`src/design/pacc_pkg.sv`:
```
// package: register map, field positions and constants of the pulse accumulator block
package pacc_pkg;
	// register indices; byte address is four times the index
	localparam logic [7:0] IDX_CH4    = 8'h98;
	localparam logic [7:0] IDX_CH5    = 8'h9a;
	localparam logic [7:0] IDX_CH6    = 8'h9c;
	localparam logic [7:0] IDX_CH7    = 8'h9e;
	localparam logic [7:0] IDX_CTRL   = 8'ha0;
	localparam logic [7:0] IDX_FLAGS  = 8'ha1;
	localparam logic [7:0] IDX_COUNT  = 8'ha2;
	localparam logic [7:0] IDX_TEST   = 8'ha4;
	localparam logic [7:0] IDX_PORT   = 8'hae;
	localparam int         IDX_LSB    = 2;
	localparam int         IDX_MSB    = 9;
	// accumulator control fields
	localparam int CTL_ENABLE  = 6;
	localparam int CTL_MODE    = 5;
	localparam int CTL_EDGE    = 4;
	localparam int CTL_CLK_HI  = 3;
	localparam int CTL_CLK_LO  = 2;
	localparam int CTL_OVF_IE  = 1;
	localparam int CTL_IN_IE   = 0;
	// flag fields
	localparam int FLG_OVF     = 1;
	localparam int FLG_IN      = 0;
	// test fields
	localparam int TST_TIMER_BYP = 1;
	localparam int TST_ACC_BYP   = 0;
	// clock select codes
	localparam logic [1:0] CSEL_PRESCALER = 2'h0;
	localparam logic [1:0] CSEL_ACC       = 2'h1;
	localparam logic [1:0] CSEL_ACC_256   = 2'h2;
	localparam logic [1:0] CSEL_ACC_64K   = 2'h3;
	// reset values and constants
	localparam logic [7:0]  RST_BYTE  = 8'h00;
	localparam logic [15:0] RST_WORD  = 16'h0000;
	localparam logic [15:0] COUNT_MAX = 16'hffff;
	localparam logic [7:0]  HALF_MAX  = 8'hff;
	localparam logic [1:0]  RESP_OKAY   = 2'h0;
	localparam logic [1:0]  RESP_SLVERR = 2'h2;
	localparam int          NUM_CH    = 4;
	localparam int          PORT_W    = 8;
endpackage

```
`src/design/timer_pulse_accumulator.sv`:
```
// timer_pulse_accumulator: upper capture/compare channels, pulse accumulator, port latch
//
// Decided for this implementation: the AXI4-Lite interface to the registers.
`timescale 1ns/10ps
module timer_pulse_accumulator
	import pacc_pkg::*;
(
	input  wire logic                i_clk,
	input  wire logic                i_srst,
	// axi4-lite slave
	input  wire logic [31:0]         s_axi_awaddr,
	input  wire logic                s_axi_awvalid,
	output logic                     s_axi_awready,
	input  wire logic [31:0]         s_axi_wdata,
	input  wire logic [3:0]          s_axi_wstrb,
	input  wire logic                s_axi_wvalid,
	output logic                     s_axi_wready,
	output logic [1:0]               s_axi_bresp,
	output logic                     s_axi_bvalid,
	input  wire logic                s_axi_bready,
	input  wire logic [31:0]         s_axi_araddr,
	input  wire logic                s_axi_arvalid,
	output logic                     s_axi_arready,
	output logic [31:0]              s_axi_rdata,
	output logic [1:0]               s_axi_rresp,
	output logic                     s_axi_rvalid,
	input  wire logic                s_axi_rready,
	// timer core context
	input  wire logic                i_timer_enable_bit,
	input  wire logic                i_fast_flag_clear,
	input  wire logic                i_special_mode_low,
	input  wire logic [NUM_CH-1:0]   i_channel_function_select,
	input  wire logic [15:0]         i_free_count,
	input  wire logic                i_counter_step,
	input  wire logic [NUM_CH-1:0]   i_capture_edge,
	input  wire logic                i_prescaler_tick,
	input  wire logic                i_e_div64_tick,
	// pins
	input  wire logic                i_accumulator_input_pin,
	input  wire logic [PORT_W-1:0]   i_port_pin_level,
	input  wire logic [PORT_W-1:0]   i_port_dir,
	input  wire logic [PORT_W-1:0]   i_timer_output_pins,
	input  wire logic [PORT_W-1:0]   i_timer_output_level,
	output logic [PORT_W-1:0]        o_port_pin_out,
	// results
	output logic                     o_timer_clock_tick,
	output logic                     o_timer_chain_bypass,
	output logic [NUM_CH-1:0]        o_compare_match,
	output logic                     o_overflow_irq,
	output logic                     o_input_irq
);

	// index decode shared by the read and write paths
	function automatic logic idx_mapped(input logic [7:0] idx);
		idx_mapped = (idx == IDX_CH4) || (idx == IDX_CH5) || (idx == IDX_CH6) ||
			(idx == IDX_CH7) || (idx == IDX_CTRL) || (idx == IDX_FLAGS) ||
			(idx == IDX_COUNT) || (idx == IDX_TEST) || (idx == IDX_PORT);
	endfunction

	function automatic logic [7:0] ch_idx(input int ch);
		ch_idx = IDX_CH4 + 8'(2 * ch);
	endfunction

	logic [15:0]       chan_ff [NUM_CH];
	logic [7:0]        ctrl_ff;
	logic [7:0]        flags_ff;
	logic [15:0]       count_ff;
	logic [7:0]        test_ff;
	logic [PORT_W-1:0] port_latch_ff;
	logic              aw_got_ff;
	logic              w_got_ff;
	logic [7:0]        aw_idx_ff;
	logic [15:0]       w_data_ff;
	logic [1:0]        w_strb_ff;
	logic              sync1_ff;
	logic              sync2_ff;
	logic              pin_prev_ff;
	logic              wr_go;
	logic              rd_go;
	logic              nxt_aw_got;
	logic              nxt_w_got;
	logic              nxt_bvalid;
	logic              nxt_rvalid;
	logic              acc_on;
	logic              rise;
	logic              fall;
	logic              counted_edge;
	logic              trailing_edge;
	logic              gate_open;
	logic              gate_tick;
	logic              acc_tick;
	logic              low_wrap;
	logic              full_wrap;
	logic              count_access;
	logic [15:0]       nxt_count;
	logic [15:0]       wr_word;
	logic [31:0]       nxt_rdata;

	// bus handshakes: address and data may arrive in either order
	assign wr_go      = aw_got_ff && w_got_ff && !s_axi_bvalid;
	assign rd_go      = s_axi_arvalid && s_axi_arready;
	assign nxt_aw_got = wr_go ? 1'b0 : (aw_got_ff || (s_axi_awvalid && s_axi_awready));
	assign nxt_w_got  = wr_go ? 1'b0 : (w_got_ff || (s_axi_wvalid && s_axi_wready));
	assign nxt_bvalid = wr_go || (s_axi_bvalid && !s_axi_bready);
	assign nxt_rvalid = rd_go || (s_axi_rvalid && !s_axi_rready);

	// write-side capture and response
	always_ff @(posedge i_clk) begin
		if (i_srst) begin
			aw_got_ff     <= 1'b0;
			w_got_ff      <= 1'b0;
			aw_idx_ff     <= RST_BYTE;
			w_data_ff     <= RST_WORD;
			w_strb_ff     <= 2'h0;
			s_axi_awready <= 1'b0;
			s_axi_wready  <= 1'b0;
			s_axi_bvalid  <= 1'b0;
			s_axi_bresp   <= RESP_OKAY;
		end else begin
			aw_got_ff     <= nxt_aw_got;
			w_got_ff      <= nxt_w_got;
			s_axi_awready <= !nxt_aw_got && !nxt_bvalid;
			s_axi_wready  <= !nxt_w_got && !nxt_bvalid;
			s_axi_bvalid  <= nxt_bvalid;
			if (s_axi_awvalid && s_axi_awready) begin
				aw_idx_ff <= s_axi_awaddr[IDX_MSB:IDX_LSB];
			end
			if (s_axi_wvalid && s_axi_wready) begin
				w_data_ff <= s_axi_wdata[15:0];
				w_strb_ff <= s_axi_wstrb[1:0];
			end
			if (wr_go) begin
				s_axi_bresp <= idx_mapped(aw_idx_ff) ? RESP_OKAY : RESP_SLVERR;
			end
		end
	end

	// byte lanes merge with the old value so a one-byte write leaves the other byte
	function automatic logic [15:0] merge(input logic [15:0] old, input logic [15:0] nw,
		input logic [1:0] strb);
		merge = {strb[1] ? nw[15:8] : old[15:8], strb[0] ? nw[7:0] : old[7:0]};
	endfunction

	assign wr_word = merge(count_ff, w_data_ff, w_strb_ff);

	// read mux; port bits configured as inputs return the pin level
	always_comb begin
		nxt_rdata = 32'h0000_0000;
		unique case (s_axi_araddr[IDX_MSB:IDX_LSB])
			IDX_CH4:   nxt_rdata[15:0] = chan_ff[0];
			IDX_CH5:   nxt_rdata[15:0] = chan_ff[1];
			IDX_CH6:   nxt_rdata[15:0] = chan_ff[2];
			IDX_CH7:   nxt_rdata[15:0] = chan_ff[3];
			IDX_CTRL:  nxt_rdata[7:0]  = ctrl_ff;
			IDX_FLAGS: nxt_rdata[7:0]  = flags_ff;
			IDX_COUNT: nxt_rdata[15:0] = count_ff;
			IDX_TEST:  nxt_rdata[7:0]  = test_ff;
			IDX_PORT:  nxt_rdata[7:0]  = (port_latch_ff & i_port_dir) |
				(i_port_pin_level & ~i_port_dir);
			default:   nxt_rdata = 32'h0000_0000;
		endcase
	end

	// read channel: one answer per address, data registered
	always_ff @(posedge i_clk) begin
		if (i_srst) begin
			s_axi_arready <= 1'b0;
			s_axi_rvalid  <= 1'b0;
			s_axi_rdata   <= 32'h0000_0000;
			s_axi_rresp   <= RESP_OKAY;
		end else begin
			s_axi_rvalid  <= nxt_rvalid;
			s_axi_arready <= !nxt_rvalid;
			if (rd_go) begin
				s_axi_rdata <= nxt_rdata;
				s_axi_rresp <= idx_mapped(s_axi_araddr[IDX_MSB:IDX_LSB]) ?
					RESP_OKAY : RESP_SLVERR;
			end
		end
	end

	// capture/compare channels
	for (genvar g = 0; g < NUM_CH; g++) begin : g_chan
		always_ff @(posedge i_clk) begin
			if (i_srst) begin
				chan_ff[g]         <= RST_WORD;
				o_compare_match[g] <= 1'b0;
			end else begin
				if (!i_channel_function_select[g]) begin
					if (i_capture_edge[g]) begin
						chan_ff[g] <= i_free_count;
					end
				end else if (wr_go && aw_idx_ff == ch_idx(g)) begin
					chan_ff[g] <= merge(chan_ff[g], w_data_ff, w_strb_ff);
				end
				o_compare_match[g] <= i_channel_function_select[g] && i_timer_enable_bit &&
					i_counter_step && (i_free_count == chan_ff[g]);
			end
		end
	end

	// control register and the test register, which only special mode may write
	always_ff @(posedge i_clk) begin
		if (i_srst) begin
			ctrl_ff <= RST_BYTE;
			test_ff <= RST_BYTE;
		end else begin
			if (wr_go && aw_idx_ff == IDX_CTRL && w_strb_ff[0]) begin
				ctrl_ff <= w_data_ff[7:0];
			end
			if (wr_go && aw_idx_ff == IDX_TEST && w_strb_ff[0] && !i_special_mode_low) begin
				test_ff <= w_data_ff[7:0];
			end
		end
	end

	// two-flop synchroniser; the pulse width limit follows from it
	always_ff @(posedge i_clk) begin
		if (i_srst) begin
			sync1_ff    <= 1'b0;
			sync2_ff    <= 1'b0;
			pin_prev_ff <= 1'b0;
		end else begin
			sync1_ff    <= i_accumulator_input_pin;
			sync2_ff    <= sync1_ff;
			pin_prev_ff <= sync2_ff;
		end
	end

	// edge and gate decode
	assign acc_on        = ctrl_ff[CTL_ENABLE];
	assign rise          = sync2_ff && !pin_prev_ff;
	assign fall          = !sync2_ff && pin_prev_ff;
	assign counted_edge  = ctrl_ff[CTL_EDGE] ? rise : fall;
	// gate is high-active with edge 0, low-active with edge 1, so the trailing
	// edge is the same edge the event mode would count
	assign trailing_edge = counted_edge;
	assign gate_open     = ctrl_ff[CTL_EDGE] ? !sync2_ff : sync2_ff;
	// bypass replaces the divided clock by the module clock itself
	assign gate_tick     = i_timer_enable_bit && gate_open &&
		(test_ff[TST_ACC_BYP] || i_e_div64_tick);
	assign acc_tick      = acc_on && (ctrl_ff[CTL_MODE] ? gate_tick : counted_edge);
	assign low_wrap      = acc_tick && count_ff[7:0] == HALF_MAX;
	assign full_wrap     = acc_tick && count_ff == COUNT_MAX && !test_ff[TST_ACC_BYP];
	assign count_access  = (wr_go && aw_idx_ff == IDX_COUNT) ||
		(rd_go && s_axi_araddr[IDX_MSB:IDX_LSB] == IDX_COUNT);

	// count next value; in bypass both halves step on the same tick
	always_comb begin
		nxt_count = count_ff;
		if (acc_tick) begin
			if (test_ff[TST_ACC_BYP]) begin
				nxt_count = {count_ff[15:8] + 8'h01, count_ff[7:0] + 8'h01};
			end else begin
				nxt_count = count_ff + 16'h0001;
			end
		end
	end

	// accumulator count; a software word write wins over a same-cycle step
	always_ff @(posedge i_clk) begin
		if (i_srst) begin
			count_ff <= RST_WORD;
		end else if (wr_go && aw_idx_ff == IDX_COUNT) begin
			count_ff <= wr_word;
		end else begin
			count_ff <= nxt_count;
		end
	end

	// flags: hardware set wins over write-one and fast clear
	always_ff @(posedge i_clk) begin
		if (i_srst) begin
			flags_ff <= RST_BYTE;
		end else begin
			if (count_access && i_fast_flag_clear) begin
				flags_ff <= RST_BYTE;
			end else if (wr_go && aw_idx_ff == IDX_FLAGS && w_strb_ff[0]) begin
				flags_ff[FLG_OVF] <= flags_ff[FLG_OVF] && !w_data_ff[FLG_OVF];
				flags_ff[FLG_IN]  <= flags_ff[FLG_IN] && !w_data_ff[FLG_IN];
			end
			if (full_wrap) begin
				flags_ff[FLG_OVF] <= 1'b1;
			end
			if (acc_on && trailing_edge) begin
				flags_ff[FLG_IN] <= 1'b1;
			end
		end
	end

	// interrupt requests follow flags and enables
	always_ff @(posedge i_clk) begin
		if (i_srst) begin
			o_overflow_irq <= 1'b0;
			o_input_irq    <= 1'b0;
		end else begin
			o_overflow_irq <= flags_ff[FLG_OVF] && ctrl_ff[CTL_OVF_IE];
			o_input_irq    <= flags_ff[FLG_IN] && ctrl_ff[CTL_IN_IE];
		end
	end

	// timer counter clock select; disabled accumulator falls back to prescaler
	always_ff @(posedge i_clk) begin
		if (i_srst) begin
			o_timer_clock_tick   <= 1'b0;
			o_timer_chain_bypass <= 1'b0;
		end else begin
			o_timer_chain_bypass <= test_ff[TST_TIMER_BYP];
			if (!i_timer_enable_bit) begin
				o_timer_clock_tick <= 1'b0;
			end else if (!acc_on) begin
				o_timer_clock_tick <= test_ff[TST_TIMER_BYP] || i_prescaler_tick;
			end else begin
				unique case ({ctrl_ff[CTL_CLK_HI], ctrl_ff[CTL_CLK_LO]})
					CSEL_PRESCALER: o_timer_clock_tick <= test_ff[TST_TIMER_BYP] ||
						i_prescaler_tick;
					CSEL_ACC:       o_timer_clock_tick <= acc_tick;
					CSEL_ACC_256:   o_timer_clock_tick <= low_wrap;
					CSEL_ACC_64K:   o_timer_clock_tick <= acc_tick && count_ff == COUNT_MAX;
				endcase
			end
		end
	end

	// port latch; pins owned by a timer output ignore the latch
	always_ff @(posedge i_clk) begin
		if (i_srst) begin
			port_latch_ff  <= RST_BYTE;
			o_port_pin_out <= RST_BYTE;
		end else begin
			if (wr_go && aw_idx_ff == IDX_PORT && w_strb_ff[0]) begin
				port_latch_ff <= w_data_ff[7:0];
			end
			o_port_pin_out <= (i_timer_output_pins & i_timer_output_level) |
				(~i_timer_output_pins & port_latch_ff);
		end
	end

endmodule

```
`config.mk`:
```
export PLATFORM = sky130hd
export DESIGN_NAME = timer_pulse_accumulator
export DESIGN_NICKNAME = d
export VERILOG_FILES = /design/src/design/pacc_pkg.sv /design/src/design/timer_pulse_accumulator.sv
export SDC_FILE = /design/constraint.sdc
export NUM_CORES = 1
export LEC_CHECK = 0
export BUFFER_PORTS_ARGS = -buffer_cell sky130_fd_sc_hd__buf_4
export CAP_MARGIN = 20
export CORE_UTILIZATION = 54
export DETAILED_ROUTE_END_ITERATION = 8
export PLACE_DENSITY = 0.86
export SYNTH_ARGS = -nofsm -noshare
export SYNTH_HDL_FRONTEND = slang
export SYNTH_SLANG_ARGS = --single-unit
```
`constraint.sdc`:
```
create_clock -name i_clk -period 3.3 [get_ports i_clk]
set_clock_uncertainty 0.1 [all_clocks]
set_input_delay 0.33 -clock i_clk [delete_from_list [all_inputs] [get_ports i_clk]]
set_output_delay 0.33 -clock i_clk [all_outputs]
set_load 0.01 [all_outputs]
```
==> After elaboration in Yosys (flattened, before gate mapping) <==
Memories as Yosys holds them, arrays and structs flattened.
Index checks and enable logic that the tools add are counted.
{ "totals": {"ramBits": 64, "reg_bits": 114, "n_memories": 1, "output_inout_bits": 57, "in_bits": 170, "wordCells": 245} }
{ "classes": {"n_bitwise": 17, "muxes": 70, "n_reduce_logical": 93, "eq_ne": 29, "n_addsub": 3} }
{ "memory_table": {"columns": ["memory", "depth", "width", "read_ports", "rd_clocked_by_memory_dff", "write_ports", "line_no", "text"], "rows": [
  ["chan_ff", 4, 16, 4, 0, 4, "timer_pulse_accumulator.sv:64", "logic [15:0] chan_ff [NUM_CH];"]
]} }
{ "ops": {"columns": ["op", "n"], "rows": [
  ["$mux 16", 11],
  ["$eq 8x8->1 const B", 19],
  ["$mux 8", 10],
  ["$pmux 8 s9", 1],
  ["$eq 16x16->1", 4],
  ["$logic_and 1x1->1", 50],
  ["$mux 1", 42],
  ["$pmux 8 s5", 1],
  ["$and 8x8->8", 4],
  ["$logic_or 1x1->1", 23],
  ["$add 16x1->16 const B", 1],
  ["$add 8x1->8 const B", 2],
  ["$eq 16x16->1 const B", 1],
  ["$not 8->8", 2],
  ["$or 8x8->8", 2],
  ["$logic_not 1->1", 13],
  ["$mux 2", 4],
  ["$or 1x1->1", 8],
  ["$reduce_bool 3->1", 2],
  ["$eq 2x2->1 const B", 2],
  ["$ne 2x2->1 const B", 2],
  ["$pmux 1 s4", 1],
  ["$reduce_and 2->1", 2],
  ["$eq 2x1->1 const B", 1],
  ["4 further kinds", 4]
]} }

==> Depth between registers and ports, before layout <==
{ "depth": {"ltp_word": 10, "mapped_depth": 8, "depth_no_buf": 6} }

==> Worst setup path before layout <==
Ideal clock, no wire load.
{ "synth_path": {"path_type": "register -> register", "start": "register aw_idx_ff[3]", "end": "memory chan_ff[2][0], enable pin", "path_stages_with_launch": 8, "setup_ps": 385, "period_less_slack_ps": 2665, "path_slack_ps": 635, "t_arrival_ps": 2180, "required_time_ps": 2815, "path_cell_list": "dfxtp_1 -> clkbuf_1 -> nand4bb_1 -> nor4_1 -> and3_1 -> buf_2 -> or3_1 -> a21boi_0"} }
{ "synth_lines": {"columns": ["element", "line_no", "text"], "rows": [
  ["from (decl)", "timer_pulse_accumulator.sv:72", "logic [7:0] aw_idx_ff;"],
  ["from (signal assigned)", "timer_pulse_accumulator.sv:126", "aw_idx_ff <= s_axi_awaddr[IDX_MSB:IDX_LSB];"],
  ["to (decl)", "timer_pulse_accumulator.sv:64", null]
]} }

==> Worst setup path after layout <==
{ "layout_path": {"start": "register aw_idx_ff[5]", "end": "register test_ff[3]"} }
{ "layout_via": {"elab_chain_len": 4} }
{ "layout_rtl": {"columns": ["element", "line_no", "text"], "rows": [
  ["$eq 8x8->1", "timer_pulse_accumulator.sv:211", "if (wr_go && aw_idx_ff == IDX_TEST && w_strb_ff[0] && !i_special_mode_low) begin"],
  ["$logic_and 1x1->1 (3 in series)", "timer_pulse_accumulator.sv:211", null],
  ["to (signal assigned)", "timer_pulse_accumulator.sv:212", "test_ff <= w_data_ff[7:0];"],
  ["to (decl)", "timer_pulse_accumulator.sv:68", "logic [7:0] test_ff;"]
]} }
No other way between the ends.
A chain may end at the register's enable or synchronous reset.

==> run summary <==
=================================================================================
Root buffer selected by CTS                                             clkbuf_16
Num ports                                                                     227
Max Cap Violations                                                              0
Remaining DRCs                                                                  0
Crit-path slowest cell                                                     or4b_1
Post-synthesis mux area share                                               6.35%
CTS tree                                                                     done
Data required time of the critical path                                   3.50 ns
Number of rows in the core area                                                47
Number of buffers inserted by port buffering                                  142
Source of the worst hold timing path                                 i_accumulator_input_pin
Count of mapped cells out of synthesis                                        962
Wire length per cell after detailed routing                               20.3 um
Headroom to the max-slew limit                                              48.2%
Cells traversed along the worst timing path                          or3b_4, or3_4, or4b_1, mux2i_1, nor2_1
Final layout net count                                                       1226
Final setup violating endpoints                                                 0
CP startpoint                                                        aw_idx_ff[5]
Detailed Route Iter0 Violations                                               985
Min-delay worst type                                                 input pin to flop
Final weighted congestion of routability-driven global placement            0.988
Chip width                                                                 132 um
Global routing usage summed across all routing layers                       30.1%
Reg-to-reg critical path startpoint                                  aw_idx_ff[5]
Height of the die                                                          132 um
Detailed-placement wirelength estimate                                   19200 um
Adder-Cell Fraction of Synth Area                                          0.274%
Most common library cell in the layout ignoring fill and taps               buf_4
Fillers                                                                      1337
Run status                                                           finished with violations
Number of global-route vias before repair                                    7653
LEAKAGE                                                                   4.17 nW
Clock slew seen by the registers of the worst setup and hold paths        0.07 ns
Cell area after technology mapping                                   0.00915 sq mm
Total number of H-tree levels                                                   4
Min Clock Period, post-route                                              2.62 ns
Initial DRT Pass Iterations                                                     7
Antenna Cells                                                                   0
Total length of routed wires                                             26200 um
Design Area, Final                                                   0.0108 sq mm
Post-CTS sizing                                                                 0
Maximum number of buffers from clock root to sink                               2
Setup bufs post-CTS                                                             0
Unrepaired setup endpoints after global routing                             false
Maximum number of pins on one net before global-route repair                   59
Number of buffers and inverters on the critical path                            0
Antenna violations before repair                                                0
Violations in the final reports                                      negative hold slack
Largest family of logic cells by synthesized area                    compound AO/OA/AOI/OAI gates
Via count normalized by instance count                                       6.28
Post-route antenna net violation count                                          0
Placed standard-cell area                                            0.0102 sq mm
Endpoint kind of the worst setup timing path                                 flop
Area Overhead vs Synth                                                      18.1%
Commonest non-fill, non-tap cells in the layout                      buf_4 (158), dfxtp_1 (112), nand2_1 (95)
Final Hold Slack                                                      -0.00208 ns
Crit Path Class                                                      flop to flop
Length of routed met2 wiring                                             12500 um
Power density over cell area                                          470 mW/mm^2
Synth Area per Inst                                                    9.51 sq um
Global-route wire length before repair                                   40400 um
Max Fanout on Critical Path                                                    12
Final count of pins violating max slew                                          0
Number of clock sinks                                                         176
Ys flop type                                                              dfxtp_1
Total negative setup slack                                                   0 ns
Share of the yosys chip area belonging to registers                         45.5%
Yosys Warn Count                                                                0
Synth cell types                                                               69
Total die area                                                       0.0175 sq mm
Tightest Pin Transition                                                  0.771 ns
Async set-reset flop share out of synthesis                                    0%
Final-report hold violation count                                               1
Arr. time, crit path                                                      2.82 ns
Number of buffers created by CTS                                               17
Vias after detailed routing                                                  8076
Largest incremental delay on the critical path                            0.83 ns
Worst IR drop on VDD                                                   0.000375 V
Highest routed metal layer                                                   met4
Final cycle utilization of the critical path                                79.3%
Critical path launch point type                                              flop
Crit path max-delay family                                           simple AND/OR/NAND/NOR gates
Initial Util                                                                55.2%
Count of flip-flops with a built-in enable after synthesis                     64
Top achievable clock speed                                                382 MHz
Flops & latches, synth                                                        176
Core region area                                                     0.0166 sq mm
Count of hold-fix buffers inserted at cts                                       0
Layout cells sized above 1                                                  19.0%
Routed length on met3                                                     2720 um
Xor-xnor portion of the synthesized cell area                               6.61%
DRT met1 WL                                                               9940 um
Clock latency on the worst-skew pair                                      0.44 ns
Fraction of the mapped netlist area in compound gates                       19.1%
GRT overflow                                                                    0
Share of synthesized cell area in and, or, nand and nor gates               16.4%
=================================================================================
==> final timing paths <==
path,end,slack [ns],cells past startpoint
worst max-delay path,test_ff[3],0.68,5
worst min-delay path,sync1_ff,-0.002,2
worst max register to register,test_ff[3],0.68,5
worst min register to register,sync2_ff,0.35,1
==> routing by layer <==
layer,GRT usage [%],vias up
li1,-,3688
met1,38.1,3768
met2,49.8,532
met3,6.11,88
met4,13.1,0
met5,0,-
==> layout make-up <==
cell class / instances / area (sq um) / share of cell area, %
clock buffers: 22 / 507 / 4.69
clock inverters: 10 / 97.6 / 0.903
inverters: 12 / 45.0 / 0.417
multi-input cells: 689 / 4530 / 41.9
flip-flops and latches: 176 / 4160 / 38.5
well taps: 220 / 275 / 2.55
repair buffers: 158 / 1190 / 11.0
==> cells by family after synthesis <==
kind of cell,after synthesis
DFF,176
AOI/OAI and AO/OA,253
adders and majority gates,2
xor gates and xnor gates,69
and+or+nand+nor,292
muxes,55
buffers and inverters,114
other,1
==> power by group <==
part / internal (mW) / switching (mW)
Clock: 1.18 / 0.872
Combinational: 0.261 / 0.309
Sequential: 2.36 / 0.108
Total: 3.79 / 1.29
==> synthesized netlist by cell type (all sizes together) (23+ instances only) <==
library cell | count | area (sq um)
dfxtp | 112 | 2240
nand2 | 95 | 357
clkbuf | 67 | 253
a22o | 66 | 578
edfxtp | 64 | 1920
a21oi | 57 | 285
nor2 | 56 | 210
xnor2 | 53 | 464
mux2i | 49 | 490
o21ai | 43 | 215
buf | 35 | 218
nand3 | 23 | 115
==> per-stage QoR <==
step	power (mW)	cells	setup WS, ns	hold WS, ns	util (%)
floorplan	2.82	979	0.635	0.314	-
global placement	3.05	1255	0.804	0.332	61.5
detailed placement	3.07	1255	0.761	0.335	61.5
CTS	5.06	1287	0.729	0.000250	65.2
global route	5.22	1287	0.611	0.0130	65.2
finish	5.08	1287	0.685	-0.00208	65.2
==> registers in the layout (all words and copies together), names as in the netlist, 2 cells and up <==
name,count
chan_ff,64
count_ff,16
s_axi_rdata,16
w_data_ff,16
aw_idx_ff,8
ctrl_ff,8
o_port_pin_out,8
port_latch_ff,8
test_ff,8
o_compare_match,4
flags_ff,2
w_strb_ff,2
Power figures use the tool's default switching activity.
